[config.mk]
export PLATFORM = sky130hd
export DESIGN_NAME = fobe_ctrl
export DESIGN_NICKNAME = d
export VERILOG_FILES = /design/src/core/fobe_pkg.sv /design/src/core/fobe_ctrl.sv
export VERILOG_INCLUDE_DIRS = /design/src /design/src/core
export SDC_FILE = /design/constraint.sdc
export NUM_CORES = 1
export LEC_CHECK = 0
export BUFFER_PORTS_ARGS = -buffer_cell sky130_fd_sc_hd__buf_2
export CAP_MARGIN = 20
export CORE_MARGIN = 3
export CORE_UTILIZATION = 60
export DETAILED_ROUTE_END_ITERATION = 10
export HOLD_SLACK_MARGIN = 0.05
export PLACE_DENSITY_LB_ADDON = 0.12
export RECOVER_POWER = 25
export SYNTH_ARGS = -nofsm -noshare
export SYNTH_HDL_FRONTEND = slang
export SYNTH_SLANG_ARGS = --single-unit
[constraint.sdc]
create_clock -name ref_clk -period 13.3 [get_ports ref_clk]
set_clock_uncertainty 0.15 [all_clocks]
set_input_delay 0.665 -clock ref_clk [delete_from_list [all_inputs] [get_ports ref_clk]]
set_output_delay 0.665 -clock ref_clk [all_outputs]
set_load 0.005 [all_outputs]
[src/core/fobe_defs.svh]
/*
 Constants of the on-board flash boot and erase controller.
 Assumes inclusion by its bare name from the package, which the controller imports.
*/
`ifndef FOBE_DEFS_SVH
`define FOBE_DEFS_SVH
`define FOBE_BLK_LAST 32'h0000_000B
`define FOBE_KEY_OK 8'h5A
`define FOBE_ARR_BOOT 8'hAA
`define FOBE_SYNC_BYTE 8'h55
`define FOBE_ACK_BYTE 8'h00
`define FOBE_BIT_MD 6
`define FOBE_BIT_EE 5
`define FOBE_BIT_FK 4
`define FOBE_BIT_EB 3
`define FOBE_BIT_SF 0
`define FOBE_LOW_BITS 20'h0_0009
`define FOBE_ROUND 20'h0_0004
`define FOBE_MEAS_MAX 20'hF_FFFF
`define FOBE_FRAME_STOP 4'h9
`define FOBE_TX_BITS 4'hA
`define FOBE_BUF_DEPTH 2'h2
`endif

[src/core/fobe_pkg.sv]
/*
 Types of the on-board flash boot and erase controller.
 Assumes the constants header sits beside it.
*/
`include "fobe_defs.svh"
package fobe_pkg;
  typedef enum logic [2:0] {
    FOBE_BT_IDLE = 3'h0,
    FOBE_BT_MEASURE = 3'h1,
    FOBE_BT_SEND_ACK = 3'h3,
    FOBE_BT_WAIT_SYNC = 3'h2,
    FOBE_BT_INQUIRY = 3'h6,
    FOBE_BT_ERASE_ALL = 3'h7,
    FOBE_BT_CMD_WAIT = 3'h5
  } fobe_boot_st_t;
  typedef enum logic [1:0] {
    FOBE_ER_IDLE = 2'h0,
    FOBE_ER_CHECK = 2'h1,
    FOBE_ER_WAIT = 2'h3,
    FOBE_ER_DONE = 2'h2
  } fobe_erase_st_t;
endpackage

[src/core/fobe_ctrl.sv]
/*
 On-board flash erase checking, mode decode at reset and boot-mode serial
 entry with automatic bit rate measurement.
 Assumes all inputs are synchronous to ref_clk and that the flash array
 answers an erase strobe with one erase_ack pulse.
*/
`timescale 1ns/1ps
module fobe_ctrl (
  // Clock and reset
  input wire logic ref_clk,
  input wire logic reset_n,
  // Mode pins, sampled after reset release
  input wire logic write_enable_pin,
  input wire logic mode_select_hi,
  input wire logic mode_select_lo,
  input wire logic nmi_pin,
  // Erase request from the CPU side
  input wire logic erase_req,
  input wire logic [31:0] erase_block_select_param,
  input wire logic [7:0] array_select,
  input wire logic [7:0] flash_key,
  input wire logic error_protect_latch,
  input wire logic ctrl_reg_changed,
  // Flash array handshake
  input wire logic erase_ack,
  input wire logic erase_fail,
  // Programming completion
  input wire logic prog_end,
  input wire logic prog_abnormal,
  // Boot program user side
  input wire logic inquiry_done,
  input wire logic [7:0] tx_data,
  input wire logic tx_valid,
  // Serial line
  input wire logic serial_rx,
  // Erase and programming results, and erase commands to the array
  output logic erase_done,
  output logic [7:0] erase_result_flags,
  output logic [7:0] prog_result_flags,
  output logic erase_start,
  output logic [3:0] erase_block,
  output logic erase_all,
  // Mode status
  output logic onboard_mode,
  output logic boot_mode,
  output logic user_boot_mode,
  output logic user_prog_mode,
  output logic irq_ignored,
  output logic boot_ready,
  // Serial data to and from the boot program
  output logic tx_ready,
  output logic [7:0] rx_data,
  output logic rx_strobe,
  output logic serial_tx,
  output logic [15:0] baud_div
);
  import fobe_pkg::*;

  function automatic logic [15:0] fobe_rate(input logic [19:0] low_clks);
    logic [19:0] q;
    q = (low_clks + `FOBE_ROUND) / `FOBE_LOW_BITS;
    if (q == 20'h0_0000) begin
      q = 20'h0_0001;
    end
    fobe_rate = q[15:0];
  endfunction

  fobe_boot_st_t boot_st_q;
  fobe_erase_st_t er_st_q;
  logic latched_q;
  logic [19:0] meas_cnt_q;
  logic [7:0] flags_q;
  logic ctrl_seen_q;
  logic all_pending_q;
  logic rx_busy_q;
  logic [15:0] rx_cnt_q;
  logic [3:0] rx_bit_q;
  logic [7:0] rx_shift_q;
  logic tx_busy_q;
  logic [15:0] tx_cnt_q;
  logic [3:0] tx_bit_q;
  logic [9:0] tx_shift_q;
  logic [7:0] buf_mem_q [0:1];
  logic buf_wr_q;
  logic buf_rd_q;
  logic [1:0] buf_cnt_q;
  logic [1:0] buf_cnt_d;
  logic buf_push;
  logic buf_pop;
  logic [7:0] buf_in;
  logic serial_on;

  // Mode pins caught once, on the first edge after release
  always_ff @(posedge ref_clk) begin
    if (!reset_n) begin
      latched_q <= 1'b0;
      onboard_mode <= 1'b0;
      boot_mode <= 1'b0;
      user_boot_mode <= 1'b0;
      user_prog_mode <= 1'b0;
      irq_ignored <= 1'b0;
    end else if (!latched_q) begin
      latched_q <= 1'b1;
      onboard_mode <= write_enable_pin & (mode_select_hi == mode_select_lo);
      boot_mode <= write_enable_pin & !mode_select_hi & !mode_select_lo & nmi_pin;
      user_boot_mode <= write_enable_pin & !mode_select_hi & !mode_select_lo & !nmi_pin;
      user_prog_mode <= write_enable_pin & mode_select_hi & mode_select_lo;
      // Interrupts stay blocked while the boot program owns the port
      irq_ignored <= write_enable_pin & !mode_select_hi & !mode_select_lo & nmi_pin;
    end
  end

  // Boot entry sequence
  always_ff @(posedge ref_clk) begin
    if (!reset_n) begin
      boot_st_q <= FOBE_BT_IDLE;
      meas_cnt_q <= 20'h0_0000;
      baud_div <= 16'h0001;
      erase_all <= 1'b0;
      all_pending_q <= 1'b0;
      boot_ready <= 1'b0;
    end else begin
      erase_all <= 1'b0;
      case (boot_st_q)
        FOBE_BT_IDLE: begin
          if (latched_q && boot_mode) begin
            boot_st_q <= FOBE_BT_MEASURE;
          end
        end
        FOBE_BT_MEASURE: begin
          // Start bit plus eight zero data bits form one low stretch
          if (!serial_rx) begin
            // Wide enough for the slowest host rate at the fastest system clock
            if (meas_cnt_q != `FOBE_MEAS_MAX) begin
              meas_cnt_q <= meas_cnt_q + 20'h0_0001;
            end
          end else if (meas_cnt_q != 20'h0_0000) begin
            baud_div <= fobe_rate(meas_cnt_q);
            boot_st_q <= FOBE_BT_SEND_ACK;
          end
        end
        FOBE_BT_SEND_ACK: begin
          if (buf_cnt_q != `FOBE_BUF_DEPTH) begin
            boot_st_q <= FOBE_BT_WAIT_SYNC;
          end
        end
        FOBE_BT_WAIT_SYNC: begin
          // Further zero bytes from the host are simply dropped here
          if (rx_strobe && rx_data == `FOBE_SYNC_BYTE) begin
            boot_st_q <= FOBE_BT_INQUIRY;
            boot_ready <= 1'b1;
          end
        end
        FOBE_BT_INQUIRY: begin
          if (inquiry_done) begin
            boot_st_q <= FOBE_BT_ERASE_ALL;
            erase_all <= 1'b1;
            all_pending_q <= 1'b1;
          end
        end
        FOBE_BT_ERASE_ALL: begin
          if (erase_ack) begin
            all_pending_q <= 1'b0;
            boot_st_q <= FOBE_BT_CMD_WAIT;
          end
        end
        FOBE_BT_CMD_WAIT: begin
          boot_st_q <= FOBE_BT_CMD_WAIT;
        end
        default: begin
          boot_st_q <= FOBE_BT_IDLE;
        end
      endcase
    end
  end

  // Block erase checking
  always_ff @(posedge ref_clk) begin
    if (!reset_n) begin
      er_st_q <= FOBE_ER_IDLE;
      flags_q <= 8'h00;
      ctrl_seen_q <= 1'b0;
      erase_done <= 1'b0;
      erase_start <= 1'b0;
      erase_block <= 4'h0;
      erase_result_flags <= 8'h00;
    end else begin
      erase_done <= 1'b0;
      erase_start <= 1'b0;
      case (er_st_q)
        FOBE_ER_IDLE: begin
          // Whole-array erase owns the array until it is acknowledged
          if (erase_req && !all_pending_q) begin
            er_st_q <= FOBE_ER_CHECK;
            ctrl_seen_q <= 1'b0;
            flags_q <= 8'h00;
            flags_q[`FOBE_BIT_MD] <= !write_enable_pin | error_protect_latch |
                                     !onboard_mode;
            flags_q[`FOBE_BIT_FK] <= flash_key != `FOBE_KEY_OK;
            // Any upper bit set also lands outside the array
            flags_q[`FOBE_BIT_EB] <= erase_block_select_param > `FOBE_BLK_LAST;
            flags_q[`FOBE_BIT_EE] <= array_select == `FOBE_ARR_BOOT;
            erase_block <= erase_block_select_param[3:0];
          end
        end
        FOBE_ER_CHECK: begin
          if (flags_q != 8'h00) begin
            er_st_q <= FOBE_ER_DONE;
          end else begin
            erase_start <= 1'b1;
            er_st_q <= FOBE_ER_WAIT;
          end
        end
        FOBE_ER_WAIT: begin
          if (ctrl_reg_changed) begin
            ctrl_seen_q <= 1'b1;
          end
          if (erase_ack) begin
            flags_q[`FOBE_BIT_EE] <= erase_fail | ctrl_seen_q | ctrl_reg_changed;
            er_st_q <= FOBE_ER_DONE;
          end
        end
        FOBE_ER_DONE: begin
          erase_result_flags <= flags_q;
          erase_result_flags[`FOBE_BIT_SF] <= flags_q != 8'h00;
          erase_done <= 1'b1;
          er_st_q <= FOBE_ER_IDLE;
        end
        default: begin
          er_st_q <= FOBE_ER_IDLE;
        end
      endcase
    end
  end

  // Programming completion status
  always_ff @(posedge ref_clk) begin
    if (!reset_n) begin
      prog_result_flags <= 8'h00;
    end else if (prog_end) begin
      prog_result_flags <= 8'h00;
      prog_result_flags[`FOBE_BIT_SF] <= prog_abnormal;
    end
  end

  // Serial receiver, active once the rate is known
  assign serial_on = boot_st_q != FOBE_BT_IDLE && boot_st_q != FOBE_BT_MEASURE;

  always_ff @(posedge ref_clk) begin
    if (!reset_n) begin
      rx_busy_q <= 1'b0;
      rx_cnt_q <= 16'h0000;
      rx_bit_q <= 4'h0;
      rx_shift_q <= 8'h00;
      rx_data <= 8'h00;
      rx_strobe <= 1'b0;
    end else begin
      rx_strobe <= 1'b0;
      if (!rx_busy_q) begin
        if (serial_on && !serial_rx) begin
          rx_busy_q <= 1'b1;
          rx_cnt_q <= {1'b0, baud_div[15:1]};
          rx_bit_q <= 4'h0;
        end
      end else if (rx_cnt_q != 16'h0000) begin
        rx_cnt_q <= rx_cnt_q - 16'h0001;
      end else begin
        rx_cnt_q <= baud_div - 16'h0001;
        rx_bit_q <= rx_bit_q + 4'h1;
        if (rx_bit_q == 4'h0) begin
          // A glitch shorter than half a bit is not a start bit
          rx_busy_q <= !serial_rx;
        end else if (rx_bit_q == `FOBE_FRAME_STOP) begin
          rx_busy_q <= 1'b0;
          if (serial_rx) begin
            rx_data <= rx_shift_q;
            rx_strobe <= 1'b1;
          end
        end else begin
          rx_shift_q <= {serial_rx, rx_shift_q[7:1]};
        end
      end
    end
  end

  // Two-entry transmit buffer; the confirmation byte goes in first
  assign buf_push = (boot_st_q == FOBE_BT_SEND_ACK) ? (buf_cnt_q != `FOBE_BUF_DEPTH) :
                    (boot_ready && tx_valid && tx_ready);
  assign buf_in = (boot_st_q == FOBE_BT_SEND_ACK) ? `FOBE_ACK_BYTE : tx_data;
  assign buf_pop = !tx_busy_q && buf_cnt_q != 2'h0;

  always_comb begin
    buf_cnt_d = buf_cnt_q;
    if (buf_push && !buf_pop) begin
      buf_cnt_d = buf_cnt_q + 2'h1;
    end else if (buf_pop && !buf_push) begin
      buf_cnt_d = buf_cnt_q - 2'h1;
    end
  end

  always_ff @(posedge ref_clk) begin
    if (!reset_n) begin
      buf_wr_q <= 1'b0;
      buf_rd_q <= 1'b0;
      buf_cnt_q <= 2'h0;
      tx_ready <= 1'b0;
      buf_mem_q[0] <= 8'h00;
      buf_mem_q[1] <= 8'h00;
    end else begin
      buf_cnt_q <= buf_cnt_d;
      // Ready lags by one cycle, so it is computed from the next count
      tx_ready <= boot_ready && buf_cnt_d != `FOBE_BUF_DEPTH;
      if (buf_push) begin
        buf_mem_q[buf_wr_q] <= buf_in;
        buf_wr_q <= !buf_wr_q;
      end
      if (buf_pop) begin
        buf_rd_q <= !buf_rd_q;
      end
    end
  end

  // Serial transmitter, 8N1 at the measured divisor
  always_ff @(posedge ref_clk) begin
    if (!reset_n) begin
      tx_busy_q <= 1'b0;
      tx_cnt_q <= 16'h0000;
      tx_bit_q <= 4'h0;
      tx_shift_q <= 10'h3FF;
      serial_tx <= 1'b1;
    end else if (!tx_busy_q) begin
      serial_tx <= 1'b1;
      if (buf_pop) begin
        tx_busy_q <= 1'b1;
        tx_shift_q <= {1'b1, buf_mem_q[buf_rd_q], 1'b0};
        tx_cnt_q <= 16'h0000;
        tx_bit_q <= 4'h0;
      end
    end else if (tx_cnt_q != 16'h0000) begin
      tx_cnt_q <= tx_cnt_q - 16'h0001;
    end else if (tx_bit_q == `FOBE_TX_BITS) begin
      tx_busy_q <= 1'b0;
      serial_tx <= 1'b1;
    end else begin
      serial_tx <= tx_shift_q[0];
      tx_shift_q <= {1'b1, tx_shift_q[9:1]};
      tx_cnt_q <= baud_div - 16'h0001;
      tx_bit_q <= tx_bit_q + 4'h1;
    end
  end
endmodule

==> metrics.cfg <==
[final_layout]
regArea_um2 = 3303
multiInputGateArea_um2 = 7765
nNetsFinal = 1645
instances_no_fill = 1826
syn2layout_area_growth_pct = 9.544
fillers = 1602
layout-drive-gt1-share = 0.1296
num_antenna_cells = 0
finish.utilization = 0.6742

[clocking]
clockBufferDepth = 2
cts_tree = done
clk_pin_slew_ns = 0.07
hold_buffers = 0
numClockSinks = 157
cts_resized = 0
cts_made_buffers = 17
postCtsSetupRepairBufs = 0
htreeDepth = 4
clock_latency_ns = 0.44
clockRootBuffer = clkbuf_16

[logic_synthesis]
synth_edf_count = 16
synth.largest_area_cell = dfxtp_1
synth_top_area_share = 0.2427
avgSynthCellArea_um2 = 7.758
synth-seq-cells = 157
ys_types = 113
yosys_warnings = 0
syn_inst = 1499
ys.flop_type = dfxtp_1
synth.most_common_cell = nor2_1
synthesis.area_um2 = 11630
synth_area_leaders = dfxtp_1 24%, nor2_1 7.0%, a21oi_1 5.2%
synth-async-reset-ratio = 0
yosys-top-cells-count = 217 x nor2_1, 141 x dfxtp_1, 124 x nand2_1
seq_area_frac_synth = 0.2841

[placed_design]
globalplace.congestion = 0.9389
dp_slack_ns = 1.980
portBuffers = 117
placedCellCount = 1793
hpwl_um = 22270

[drt]
drc = 0
final_antenna_net_count = 0
wire_per_inst_um = 17.01
routed_wl_um = 31070
via_count = 11470
drtPass1Iterations = 6
viasPerCell = 6.280
first_iter_violations = 937

[sta]
fin_crit_ns = 11.69
slew_viol_final = 29
finalHoldViolCount = 0
relSlewSlack = -0.03340
max_freq_ghz = 0.08554
finalCritPeriodShare = 0.8790
tightest_slew_ns = 1.550
finalSetupViolations = 0
setup_slack_ns = 1.609
fin_setup_tns_ns = 0
rsz0062_at_grt = false

[die]
start_util = 0.6155
die_h_um = 145.2
boundaryPins = 128
coreArea_um2 = 18890
num_rows = 50
dieWidth_um = 145.2
die_area_um2 = 21090

[setup_path]
cp.required_ns = 13.52
crit_slowest_cell = a21oi_1
max_stage_delay_ns = 0.68
arrival_ns = 11.91
path_class = reg2reg
start_kind = register
endpoint_kind = register
crit_path_max_fanout = 17
cpMostUsedCell = nor4_4

[power]
finalPower_mw = 1.668
power.density_nw_per_um2 = 130.9
ir_drop_mv = 0.1868
power.leakage_nw = 4.845

[global_route]
overflow = 0
grt_usage = 0.2823
grt_pass1_wl_um = 51380
grt_max_degree = 64
grt_pass1_vias = 10530
grt_antenna_before_repair = 0

[run_status]
violations = capacitance limit, slew limit
status = finished, violations left

[hold_path]
hp-class = reg2reg

[job]
drv_cap = 1

power by group:
| group | leakage (nW) | internal (mW) | switching (mW) |
|---|---|---|---|
| Clock | 0.302 | 0.288 | 0.227 |
| Sequential | 1.31 | 0.528 | 0.0529 |
| Combinational | 3.23 | 0.207 | 0.365 |
cell type report:
type / count / area share
Sequential cell: 157 / 0.2593
Inverter: 27 / 0.008054
Multi-Input combinational cell: 1225 / 0.6096
Clock buffer: 17 / 0.03340
Tap cell: 260 / 0.02554
Timing Repair Buffer: 125 / 0.04823
Clock inverter: 15 / 0.01591
cells in the final DEF, fill, tap and decap left out, types with 44 or more instances in the layout:
cell type | netlist | final
buf_2 | 10 | 92
mux2i_1 | 46 | 46
nand3_1 | 53 | 53
nor2_1 | 217 | 217
dfxtp_1 | 141 | 141
xnor2_1 | 44 | 44
a21oi_1 | 120 | 120
nor3_1 | 58 | 58
nand2_1 | 124 | 124
o21ai_0 | 72 | 72
layer usage:
metal	wire length, um	vias up	part of all wire	global-route usage
li1	-	5658	-	-
met1	13320	5359	0.43	0.3656
met2	15460	389	0.50	0.4894
met3	1541	61	0.050	0.03435
met4	739	0	0.024	0.09259
met5	0	-	0	0
flip-flops by register name (all words and copies together) (netlist names), 5 cells and up, named ones only:
register and count:
erase_result_flags 5, meas_cnt_q 20, rx_cnt_q 16, tx_cnt_q 16, buf_mem_q 16, tx_shift_q 9, rx_data 8, baud_div 16
rx_shift_q 8
metrics by stage:
step | hold slack (ns) | area [um2]
3_3_place_gp | 0.2909 | 12130
6_report | 0.3128 | 12740
5_1_grt | 0.3233 | 12740
4_1_cts | 0.3099 | 12760
3_5_place_dp | 0.2999 | 12130
2_1_floorplan | 0.2904 | 11660
cells by family after synthesis:
family,synth area share
muxes,0.04573
buffers and inverters,0.05111
adders and majority gates,0.02152
xor gates and xnor gates,0.06434
AOI/OAI and AO/OA,0.2513
and+or+nand+nor,0.2816
DFF,0.2841
other,0.0003225
final timing paths:
check            startpoint              to  slack (ns)  cells past startpoint
max           meas_cnt_q[2]     baud_div[0]        1.61                     37
min          erase_block[2]  erase_block[2]        0.31                      2
max reg2reg   meas_cnt_q[2]     baud_div[0]        1.61                     37
min reg2reg  erase_block[2]  erase_block[2]        0.31                      2
worst max-delay path, delay by kind of cell (launching register included):
family / cells / cell delay [ns]
AOI/OAI and AO/OA: 17 / 5.12
xor gates and xnor gates: 1 / 0.50
adders and majority gates: 2 / 0.63
buffers and inverters: 1 / 0.08
DFF: 1 / 0.66
muxes: 3 / 1.05
and+or+nand+nor: 13 / 3.43
Power figures use the tool's default switching activity.
